===== config.mk =====
export PLATFORM = sky130hd
export DESIGN_NAME = frr_top
export DESIGN_NICKNAME = d
export VERILOG_FILES = /design/src/include/frr_pkg.sv /design/src/include/frr_cfg_if.sv /design/src/frr_lin_cmp.sv /design/src/frr_regs.sv /design/src/frr_top.sv
export VERILOG_INCLUDE_DIRS = /design/src /design/src/include
export SDC_FILE = /design/constraint.sdc
export NUM_CORES = 1
export LEC_CHECK = 0
export BUFFER_PORTS_ARGS = -buffer_cell sky130_fd_sc_hd__clkbuf_2
export CAP_MARGIN = 30
export CORE_MARGIN = 2
export CORE_UTILIZATION = 41
export DETAILED_ROUTE_END_ITERATION = 12
export PLACE_DENSITY = 0.58
export SYNTH_ARGS = -nofsm -noshare
export SYNTH_HDL_FRONTEND = slang
export SYNTH_SLANG_ARGS = --single-unit

===== constraint.sdc =====
create_clock -name CORE_CLK -period 8.82 [get_ports CORE_CLK]
set_input_delay 0.441 -clock CORE_CLK [delete_from_list [all_inputs] [get_ports CORE_CLK]]
set_output_delay 0.441 -clock CORE_CLK [all_outputs]
set_load 0.005 [all_outputs]

===== src/include/frr_regs.svh =====
// Command codes, field layout, reset values and timing of the fault response block
// Functional notes
// - Every response mode pulls the alert line low and sets the fault status bit.
// - Response 10 disables the output at once, then retries per bits 5:3.
// - Cold fault, response 11: disable now, resume once temperature exceeds cold warning level.
// - Input-high fault, response 11: disable now, resume once input falls below warning level.
// - Retry count 000: no restart; output stays off until faults are cleared.
// - Retry count 111: retry forever until disabled or another fault shuts down.
// - Other retry counts: restart exactly that many times.
// - Delay between retries is (bits 2:0 + 1) times 35 ms.
// - Hold 16-bit Linear input-high trip level; input above it is a fault.
// - Fault action settings are byte commands, read and written with byte transfers.
// - Hold 16-bit Linear cold warning level as the cold resume point.
// - Hold 16-bit Linear input-high warning level as the input-high resume point.
`ifndef FRR_REGS_SVH
`define FRR_REGS_SVH

// ----------------------------------------
// Command codes
// ----------------------------------------
`define FRR_CMD_CLEAR      8'h03
`define FRR_CMD_COLD_WARN  8'h52
`define FRR_CMD_COLD_TRIP  8'h53
`define FRR_CMD_COLD_ACT   8'h54
`define FRR_CMD_VIN_TRIP   8'h55
`define FRR_CMD_VIN_ACT    8'h56
`define FRR_CMD_VIN_WARN   8'h57
`define FRR_CMD_STATUS     8'h7E

// ----------------------------------------
// Action byte fields
// ----------------------------------------
`define FRR_RESP_HI        7
`define FRR_RESP_LO        6
`define FRR_RETRY_HI       5
`define FRR_RETRY_LO       3
`define FRR_TIME_HI        2
`define FRR_TIME_LO        0
`define FRR_RESP_RETRY     2'h2
`define FRR_RESP_RESUME    2'h3
`define FRR_RETRY_NONE     3'h0
`define FRR_RETRY_CONT     3'h7

// ----------------------------------------
// Status word fields
// ----------------------------------------
`define FRR_ST_COLD        0
`define FRR_ST_VIN         1
`define FRR_ST_TRIES_C_LO  2
`define FRR_ST_TRIES_V_LO  5
`define FRR_ST_LINE_LOW    15

// ----------------------------------------
// Reset values
// ----------------------------------------
`define FRR_ACT_RST        8'hC0
`define FRR_COLD_TRIP_RST  16'h07D8
`define FRR_COLD_WARN_RST  16'h07E7
`define FRR_VIN_TRIP_RST   16'h000F
`define FRR_VIN_WARN_RST   16'h000E

// ----------------------------------------
// Timing
// ----------------------------------------
`define FRR_RETRY_STEP_MS  35
`define FRR_CLK_PERIOD_NS  4
`define FRR_RETRY_STEP_CYC (`FRR_RETRY_STEP_MS * 1000000 / `FRR_CLK_PERIOD_NS)

`endif


===== src/include/frr_pkg.sv =====
// Types and Linear-format helper of the fault response block
package frr_pkg;

  typedef enum logic [2:0] {
    FRR_RUN    = 3'b000,
    FRR_RESUME = 3'b001,
    FRR_DELAY  = 3'b010,
    FRR_PROBE  = 3'b011,
    FRR_LATCH  = 3'b100
  } frr_state_t;

  typedef struct packed {
    frr_state_t  st;
    logic [2:0]  tries;
    logic [31:0] cnt;
    logic        shut;
    logic        evt;
  } frr_chan_t;

  typedef struct packed {
    frr_chan_t [1:0] ch;
    logic            out_en;
  } frr_core_t;

  typedef struct packed {
    logic [7:0]  cold_act;
    logic [15:0] cold_warn;
    logic [15:0] cold_trip;
    logic [15:0] vin_trip;
    logic [7:0]  vin_act;
    logic [15:0] vin_warn;
    logic [1:0]  stat;
    logic        clr;
    logic        rsp_valid;
    logic        rsp_err;
    logic [15:0] rdata;
    logic [1:0]  line_sync;
    logic        alert_oe;
    logic        alert_o;
  } frr_regs_t;

  // Linear value scaled by 2^16 as a signed fixed-point number
  function automatic logic signed [47:0] frr_lin_to_fix(input logic [15:0] v);
    logic signed [47:0] m;
    logic [4:0]         e;
    m = {{37{v[10]}}, v[10:0]};
    e = v[15:11] + 5'h10;
    return m <<< e;
  endfunction

endpackage


===== src/include/frr_cfg_if.sv =====
// Settings and fault events passed between register file and retry engines
`timescale 1ns/1ns
interface frr_cfg_if;
  logic [7:0]  cold_act;
  logic [15:0] cold_warn;
  logic [15:0] cold_trip;
  logic [15:0] vin_trip;
  logic [7:0]  vin_act;
  logic [15:0] vin_warn;
  logic        clr;
  logic [1:0]  evt;
  logic [5:0]  tries;

  modport regs (output cold_act, cold_warn, cold_trip, vin_trip, vin_act, vin_warn, clr,
                input  evt, tries);
  modport core (input  cold_act, cold_warn, cold_trip, vin_trip, vin_act, vin_warn, clr,
                output evt, tries);
endinterface


===== src/frr_lin_cmp.sv =====
// Greater-than compare of two Linear-format values
`timescale 1ns/1ns
module frr_lin_cmp (
  input  wire logic [15:0] a,
  input  wire logic [15:0] b,
  output wire logic        a_gt_b
);
  assign a_gt_b = frr_pkg::frr_lin_to_fix(a) > frr_pkg::frr_lin_to_fix(b);
endmodule // frr_lin_cmp


===== src/frr_regs.sv =====
// Command register file, fault status and alert line driver
`timescale 1ns/1ns
`include "frr_regs.svh"
module frr_regs (
  input  wire logic        clk,
  input  wire logic        rst,
  input  wire logic        cmd_valid,
  input  wire logic        cmd_write,
  input  wire logic        cmd_word,
  input  wire logic [7:0]  cmd_code,
  input  wire logic [15:0] cmd_wdata,
  input  wire logic        alert_line_i,
  output wire logic        rsp_valid,
  output wire logic        rsp_err,
  output wire logic [15:0] rsp_rdata,
  output wire logic        alert_line_o,
  output wire logic        alert_line_oe,
  frr_cfg_if.regs          cfg
);
  frr_pkg::frr_regs_t cur;
  frr_pkg::frr_regs_t nxt;

  // ----------------------------------------
  // Command decode
  // ----------------------------------------
  always_comb begin
    logic [15:0] stat_w;
    stat_w = 16'h0000;
    stat_w[`FRR_ST_COLD] = cur.stat[0];
    stat_w[`FRR_ST_VIN] = cur.stat[1];
    stat_w[`FRR_ST_TRIES_C_LO +: 3] = cfg.tries[2:0];
    stat_w[`FRR_ST_TRIES_V_LO +: 3] = cfg.tries[5:3];
    stat_w[`FRR_ST_LINE_LOW] = ~cur.line_sync[1];
    nxt = cur;
    nxt.rsp_valid = 1'b0;
    nxt.rsp_err = 1'b0;
    nxt.clr = 1'b0;
    nxt.line_sync = {cur.line_sync[0], alert_line_i};
    if (cmd_valid) begin
      nxt.rsp_valid = 1'b1;
      nxt.rdata = 16'h0000;
      case (cmd_code)
        `FRR_CMD_CLEAR: begin
          if (cmd_write) nxt.clr = 1'b1;
          else nxt.rsp_err = 1'b1;
        end
        `FRR_CMD_COLD_ACT: begin
          if (cmd_word) nxt.rsp_err = 1'b1;
          else if (cmd_write) nxt.cold_act = cmd_wdata[7:0];
          else nxt.rdata = {8'h00, cur.cold_act};
        end
        `FRR_CMD_VIN_ACT: begin
          if (cmd_word) nxt.rsp_err = 1'b1;
          else if (cmd_write) nxt.vin_act = cmd_wdata[7:0];
          else nxt.rdata = {8'h00, cur.vin_act};
        end
        `FRR_CMD_VIN_TRIP: begin
          if (!cmd_word) nxt.rsp_err = 1'b1;
          else if (cmd_write) nxt.vin_trip = cmd_wdata;
          else nxt.rdata = cur.vin_trip;
        end
        `FRR_CMD_COLD_WARN: begin
          if (!cmd_word) nxt.rsp_err = 1'b1;
          else if (cmd_write) nxt.cold_warn = cmd_wdata;
          else nxt.rdata = cur.cold_warn;
        end
        `FRR_CMD_VIN_WARN: begin
          if (!cmd_word) nxt.rsp_err = 1'b1;
          else if (cmd_write) nxt.vin_warn = cmd_wdata;
          else nxt.rdata = cur.vin_warn;
        end
        `FRR_CMD_COLD_TRIP: begin
          if (!cmd_word) nxt.rsp_err = 1'b1;
          else if (cmd_write) nxt.cold_trip = cmd_wdata;
          else nxt.rdata = cur.cold_trip;
        end
        `FRR_CMD_STATUS: begin
          if (cmd_write || !cmd_word) nxt.rsp_err = 1'b1;
          else nxt.rdata = stat_w;
        end
        default: nxt.rsp_err = 1'b1;
      endcase
    end
    // Set wins over a clear in the same cycle
    nxt.stat = (nxt.clr ? 2'b00 : cur.stat) | cfg.evt;
    nxt.alert_oe = |nxt.stat;
    nxt.alert_o = 1'b0;
  end

  always_ff @(posedge clk or posedge rst) begin
    if (rst) begin
      cur <= '{cold_act: `FRR_ACT_RST, vin_act: `FRR_ACT_RST,
               cold_trip: `FRR_COLD_TRIP_RST, cold_warn: `FRR_COLD_WARN_RST,
               vin_trip: `FRR_VIN_TRIP_RST, vin_warn: `FRR_VIN_WARN_RST,
               line_sync: 2'h3, default: '0};
    end else begin
      cur <= nxt;
    end
  end

  assign cfg.cold_act  = cur.cold_act;
  assign cfg.cold_warn = cur.cold_warn;
  assign cfg.cold_trip = cur.cold_trip;
  assign cfg.vin_trip  = cur.vin_trip;
  assign cfg.vin_act   = cur.vin_act;
  assign cfg.vin_warn  = cur.vin_warn;
  assign cfg.clr       = cur.clr;
  assign rsp_valid     = cur.rsp_valid;
  assign rsp_err       = cur.rsp_err;
  assign rsp_rdata     = cur.rdata;
  assign alert_line_o  = cur.alert_o;
  assign alert_line_oe = cur.alert_oe;
endmodule // frr_regs


===== src/frr_top.sv =====
// Fault response top: threshold compare, retry engines and output enable
`timescale 1ns/1ns
`include "frr_regs.svh"
module frr_top #(
  parameter int unsigned RETRY_STEP_CYC = `FRR_RETRY_STEP_CYC
) (
  input  wire logic        CORE_CLK,
  input  wire logic        RST,
  input  wire logic        CMD_VALID,
  input  wire logic        CMD_WRITE,
  input  wire logic        CMD_WORD,
  input  wire logic [7:0]  CMD_CODE,
  input  wire logic [15:0] CMD_WDATA,
  output wire logic        RSP_VALID,
  output wire logic        RSP_ERR,
  output wire logic [15:0] RSP_RDATA,
  input  wire logic [15:0] TEMP_LIN,
  input  wire logic [15:0] VIN_LIN,
  input  wire logic        EN_REQ,
  input  wire logic        OTHER_SHUTDOWN,
  output wire logic        OUT_EN,
  input  wire logic        ALERT_LINE_I,
  output wire logic        ALERT_LINE_O,
  output wire logic        ALERT_LINE_OE
);
  frr_cfg_if         cfg ();
  frr_pkg::frr_core_t cur;
  frr_pkg::frr_core_t nxt;
  logic [1:0]        det_w;
  logic [1:0]        rec_w;
  logic [1:0]        oth_w;
  logic [1:0][7:0]   act_w;

  // ----------------------------------------
  // Register file
  // ----------------------------------------
  frr_regs u_regs (
    .clk           (CORE_CLK),
    .rst           (RST),
    .cmd_valid     (CMD_VALID),
    .cmd_write     (CMD_WRITE),
    .cmd_word      (CMD_WORD),
    .cmd_code      (CMD_CODE),
    .cmd_wdata     (CMD_WDATA),
    .alert_line_i  (ALERT_LINE_I),
    .rsp_valid     (RSP_VALID),
    .rsp_err       (RSP_ERR),
    .rsp_rdata     (RSP_RDATA),
    .alert_line_o  (ALERT_LINE_O),
    .alert_line_oe (ALERT_LINE_OE),
    .cfg           (cfg.regs)
  );

  // ----------------------------------------
  // Threshold compares
  // ----------------------------------------
  // Cold fault: temperature below cold trip level
  frr_lin_cmp u_cold_det (
    .a      (cfg.cold_trip),
    .b      (TEMP_LIN),
    .a_gt_b (det_w[0])
  );
  // Cold resume: temperature above cold warning level
  frr_lin_cmp u_cold_rec (
    .a      (TEMP_LIN),
    .b      (cfg.cold_warn),
    .a_gt_b (rec_w[0])
  );
  // Input-high fault: input above trip level
  frr_lin_cmp u_vin_det (
    .a      (VIN_LIN),
    .b      (cfg.vin_trip),
    .a_gt_b (det_w[1])
  );
  // Input-high resume: input below warning level
  frr_lin_cmp u_vin_rec (
    .a      (cfg.vin_warn),
    .b      (VIN_LIN),
    .a_gt_b (rec_w[1])
  );

  assign act_w[0] = cfg.cold_act;
  assign act_w[1] = cfg.vin_act;
  assign oth_w[0] = OTHER_SHUTDOWN | cur.ch[1].shut;
  assign oth_w[1] = OTHER_SHUTDOWN | cur.ch[0].shut;

  // Cycles to wait minus one, so the count ends on zero
  function automatic logic [31:0] retry_wait(input logic [2:0] code);
    return (32'(code) + 32'h1) * 32'(RETRY_STEP_CYC) - 32'h1;
  endfunction

  // ----------------------------------------
  // Retry engines, one per fault source
  // ----------------------------------------
  always_comb begin
    nxt = cur;
    for (int c = 0; c < 2; c++) begin
      nxt.ch[c].evt = 1'b0;
      if (!EN_REQ) begin
        // Host disable ends any retry sequence
        nxt.ch[c].st = frr_pkg::FRR_RUN;
        nxt.ch[c].shut = 1'b0;
        nxt.ch[c].tries = 3'h0;
        nxt.ch[c].cnt = 32'h0;
      end else begin
        case (cur.ch[c].st)
          frr_pkg::FRR_RUN: begin
            if (det_w[c]) begin
              nxt.ch[c].evt = 1'b1;
              case (act_w[c][`FRR_RESP_HI:`FRR_RESP_LO])
                `FRR_RESP_RESUME: begin
                  nxt.ch[c].st = frr_pkg::FRR_RESUME;
                  nxt.ch[c].shut = 1'b1;
                end
                `FRR_RESP_RETRY: begin
                  nxt.ch[c].shut = 1'b1;
                  nxt.ch[c].tries = 3'h0;
                  if (act_w[c][`FRR_RETRY_HI:`FRR_RETRY_LO] == `FRR_RETRY_NONE) begin
                    nxt.ch[c].st = frr_pkg::FRR_LATCH;
                  end else begin
                    nxt.ch[c].st = frr_pkg::FRR_DELAY;
                    nxt.ch[c].cnt = retry_wait(act_w[c][`FRR_TIME_HI:`FRR_TIME_LO]);
                  end
                end
                default: begin
                  nxt.ch[c].shut = 1'b0;
                end
              endcase
            end
          end
          frr_pkg::FRR_RESUME: begin
            if (rec_w[c]) begin
              nxt.ch[c].st = frr_pkg::FRR_RUN;
              nxt.ch[c].shut = 1'b0;
            end
          end
          frr_pkg::FRR_DELAY: begin
            if (oth_w[c]) begin
              nxt.ch[c].st = frr_pkg::FRR_LATCH;
            end else if (cur.ch[c].cnt == 32'h0) begin
              nxt.ch[c].st = frr_pkg::FRR_PROBE;
              nxt.ch[c].shut = 1'b0;
              nxt.ch[c].cnt = retry_wait(act_w[c][`FRR_TIME_HI:`FRR_TIME_LO]);
              if (act_w[c][`FRR_RETRY_HI:`FRR_RETRY_LO] != `FRR_RETRY_CONT) begin
                nxt.ch[c].tries = cur.ch[c].tries + 3'h1;
              end
            end else begin
              nxt.ch[c].cnt = cur.ch[c].cnt - 32'h1;
            end
          end
          frr_pkg::FRR_PROBE: begin
            if (det_w[c]) begin
              nxt.ch[c].evt = 1'b1;
              nxt.ch[c].shut = 1'b1;
              if (act_w[c][`FRR_RETRY_HI:`FRR_RETRY_LO] == `FRR_RETRY_CONT ||
                  cur.ch[c].tries < act_w[c][`FRR_RETRY_HI:`FRR_RETRY_LO]) begin
                nxt.ch[c].st = frr_pkg::FRR_DELAY;
                nxt.ch[c].cnt = retry_wait(act_w[c][`FRR_TIME_HI:`FRR_TIME_LO]);
              end else begin
                nxt.ch[c].st = frr_pkg::FRR_LATCH;
              end
            end else if (cur.ch[c].cnt == 32'h0) begin
              nxt.ch[c].st = frr_pkg::FRR_RUN;
              nxt.ch[c].tries = 3'h0;
            end else begin
              nxt.ch[c].cnt = cur.ch[c].cnt - 32'h1;
            end
          end
          frr_pkg::FRR_LATCH: begin
            if (cfg.clr) begin
              nxt.ch[c].st = frr_pkg::FRR_RUN;
              nxt.ch[c].shut = 1'b0;
              nxt.ch[c].tries = 3'h0;
            end
          end
          default: begin
            nxt.ch[c].st = frr_pkg::FRR_RUN;
            nxt.ch[c].shut = 1'b0;
          end
        endcase
      end
    end
    nxt.out_en = EN_REQ & ~OTHER_SHUTDOWN & ~nxt.ch[0].shut & ~nxt.ch[1].shut;
  end

  always_ff @(posedge CORE_CLK or posedge RST) begin
    if (RST) begin
      cur <= '0;
    end else begin
      cur <= nxt;
    end
  end

  assign cfg.evt   = {cur.ch[1].evt, cur.ch[0].evt};
  assign cfg.tries = {cur.ch[1].tries, cur.ch[0].tries};
  assign OUT_EN    = cur.out_en;
endmodule // frr_top


==> results.md <==
- Status: complete, no violations
- CP startpoint kind: register
- Ant diodes: 0
- ANT nets after route: 0
- Post-synth cell types: 85
- Fill cell count: ~5200
- PnR worst setup slack: approximately 2.7 ns
- Worst Max-Slew Pin Slew: 1.002 ns
- Drt first pass iters: 8
- Fin area: between 20000 and 25000 um^2
- Synth Area in Simple Gates: 0.1964
- Post-DP HPWL: slightly below 60 mm
- CP arrival: approximately 6.4 ns
- Layout area overhead: 6.182%
- Minimum clock period: slightly above 6 ns
- CP Class: reg2reg
- Post-Syn Area: about 22000 um^2
- Tcrit/Tclk final: 0.6893
- Xor/xnor share of the synthesized area: 0.02771
- TritonCTS clock tree: built
- Root buffer cell: clkbuf_16
- Pin count of the biggest net entering global routing: 130
- Number of global-route vias before repair: 20050
- Number of flops mapped to enable cells by yosys: 0
- Standby leakage power: approximately 11 nW
- Unrepaired setup endpoints after global routing: false
- Multiplexer share of the synthesized area: 0.1098
- Met3 Wirelength: about 5.3 mm
- Crit path required time: ~9 ns
- Vias/cell: about 6.2
- Layout cells sized above 1: 0.1163
- DRC: 0
- Row count: between 80 and 90
- Worst reg2reg path depth: 18
- Clock Skew: about 0.015 ns
- RePlAce Congestion: between 0.9 and 1
- Adder-cell area share of the yosys netlist: 0.1330
- Met2 WL: about 33 mm
- Hold Path Depth: 1
- Initial antenna violation count: 3
- Layout net count: just over 3000
- Final TNS setup: 0 ns
- Pwr/cell area: 123.8 nW/um^2
- Placeable Area: 52660 um^2
- VDD IR max: between 0.15 and 0.2 mV
- Max Cap Violations: 0
- Most frequent cells in the layout: nand2_1, nor2_1, ha_1
- Die Wd: ~240 um
- First-pass GRT wire length: between 100 and 150 mm
- CTS H-tree lvls: 4
- CTS Buf Count: 17
- Clock transition at path regs: around 0.080 ns
- Slowest cell on crit path: ha_1
- CP dominant cell by count: ha_1
- Worst Path Buf+Inv: 2
- Crit end category: register
- Rel. slew slack: 0.3307
- Async set-reset flop share out of synthesis: 1.000
- I/O pin count: 85
- Maximum clock frequency: roughly 160 MHz
- Final WL: 73.73 mm
- Initial Util: 0.4159
- Cells after Synth: around 2800
- Synthesis-stage register bit count: between 150 and 200
- Max clock buf depth: 2
- Final hold vios: 0
- Pins Over Slew Limit: 0
- CP peak stage delay: approximately 0.67 ns
- Wl on met1: ~35 mm
- Pre-CTS setup slack: ~2.8 ns
- CP max FO: 11
- Gr ovfl total: 0
- Power Total: 2.878 mW
- Synth Flop Type: dfrtp_1
- Die height: around 240 um
- Number of I/O port buffers: 83
- Syn avg cell area: 7.757 um^2
- Syn Nets: 3115
- Synth Area in Compound Gates: 0.2547
- Total vias in the final route: between 20000 and 25000
- # clock sinks: around 190
- Crit path max-delay family: adder cells
- Sequential fraction of the synthesis area: 0.2131
- Post-CTS sizing: 0
- WL/cell: roughly 21 um
- Total track usage: 0.2593
- Worst path cell trace: inv_1, ha_1, inv_1, ha_1, xnor2_1, xnor2_1, ha_1, a31o_2, ha_1, a221o_1, a31oi_2, xor2_1, or4b_1, nor4_1, nand2_1, xnor2_1, o32ai_1, a21o_1
- Crit path depth: 18
- Worst skew pair latency: between 0.4 and 0.5 ns
- HP Class: in2reg
- DR top layer: met5
- Largest family of logic cells by synthesized area: compound AO/OA/AOI/OAI gates
- Endpoints failing setup: 0
- Die area: about 55000 um^2
- Synth warn: 0
- Dpl cell area: ~23000 um^2
- Iter 0 DRT Violations: between 2000 and 3000
- Most common cell after layout, fill and taps aside: nand2_1
-- worst paths after layout --
path / startpoint / end / slack [ns]
worst min register to register: u_regs.cur[2] / u_regs.cur[3] / 0.37
max in group asynchronous: RST / u_regs.cfg.vin_trip[14] / 6.90
worst max register to register: u_regs.cfg.cold_act[0] / cur[25] / 2.74
worst max-delay path: u_regs.cfg.cold_act[0] / cur[25] / 2.74
worst min-delay path: ALERT_LINE_I / u_regs.cur[2] / 0.05
min in group asynchronous: RST / cur[64] / 0.45
-- through the flow --
| stage | utilization | std cells | hold WS [ns] |
|---|---|---|---|
| floorplan | - | 2823 | 0.3452 |
| global placement | 0.4292 | 3438 | 0.3556 |
| detailed placement | 0.4294 | 3440 | 0.3541 |
| CTS | 0.4407 | 3472 | 0.04208 |
| global route | 0.4416 | 3475 | 0.03972 |
| finish | 0.4416 | 3475 | 0.05475 |
-- state kept, by name, indices dropped and copies added (netlist names) --
name,cells
u_regs.cfg.cold_warn,16
u_regs.cfg.vin_act,8
u_regs.rsp_err,1
cfg.tries,6
OUT_EN,1
cfg.evt,2
cur,72
u_regs.cur,4
u_regs.alert_line_oe,1
u_regs.cfg.vin_trip,16
u_regs.cfg.cold_act,8
u_regs.rsp_rdata,16
u_regs.cfg.clr,1
u_regs.rsp_valid,1
u_regs.cfg.vin_warn,16
u_regs.cfg.cold_trip,16
-- layout make-up --
class	instances	area, um^2	area share
clock buffer	17	425.4	0.01830
tap	688	860.8	0.03702
timing repair buffer	104	590.6	0.02540
inverter	190	720.7	0.03100
sequential	185	4666	0.2007
clock inverter	15	170.2	0.007319
multi-input combinational	2276	15820	0.6803
-- metal layers --
| metal | GRT usage | up-vias |
|---|---|---|
| met5 | 0 | - |
| met3 | 0.03576 | 89 |
| met1 | 0.3822 | 10462 |
| li1 | - | 10230 |
| met4 | 0.05428 | 4 |
| met2 | 0.4012 | 794 |
-- where the power goes --
part,switching [mW],internal (mW)
combinational,0.737,0.412
sequential,0.0543,0.880
clock,0.413,0.382
total,1.20,1.67
-- timing repair --
item,in CTS,in global routing
hold buffers,0,1
endpoints found under the setup margin,0,0
hold endpoints to repair,0,18
setup buffers,0,0
-- logic make-up (layout without fill, tap and decap cells) --
family          count (synthesis)  in the layout
simple gates                  900            900
fa+ha+maj                     228            228
compound gates                858            858
flops                         185            185
other cells                     1              1
xor+xnor                       66             66
buf+inv                       362            326
mux                           223            223
-- cells in the mapped netlist (all sizes together), types with 12 or more instances --
| library cell | instances | share of area |
|---|---|---|
| a22o | 45 | 0.018 |
| nor3 | 77 | 0.018 |
| nor2 | 232 | 0.040 |
| xnor2 | 34 | 0.014 |
| o31ai | 19 | 0.0065 |
| or2 | 29 | 0.0083 |
| a21boi | 27 | 0.0093 |
| a22oi | 24 | 0.0082 |
| nand2b | 35 | 0.010 |
| nand3 | 57 | 0.013 |
| and3 | 16 | 0.0046 |
| inv | 184 | 0.032 |
| buf | 37 | 0.0095 |
| and2 | 24 | 0.0069 |
| or4 | 12 | 0.0041 |
| mux2 | 107 | 0.055 |
| clkbuf | 135 | 0.023 |
| dfrtp | 156 | 0.18 |
| a211oi | 16 | 0.0055 |
| o21a | 35 | 0.012 |
| o211ai | 17 | 0.0058 |
| a221oi | 12 | 0.0048 |
| ha | 220 | 0.13 |
| nand4 | 42 | 0.012 |
| mux2i | 113 | 0.052 |
| a21o | 62 | 0.021 |
| nor4 | 27 | 0.0080 |
| dfstp | 29 | 0.035 |
| nor2b | 33 | 0.0094 |
| nand2 | 259 | 0.044 |
| o32ai | 14 | 0.0056 |
| o21ai | 206 | 0.047 |
| xor2 | 30 | 0.012 |
| a31oi | 15 | 0.0046 |
| o2bb2ai | 13 | 0.0052 |
| a21oi | 208 | 0.048 |
| o22ai | 53 | 0.015 |
| or3 | 40 | 0.012 |
(Power assumes the default switching activity.)
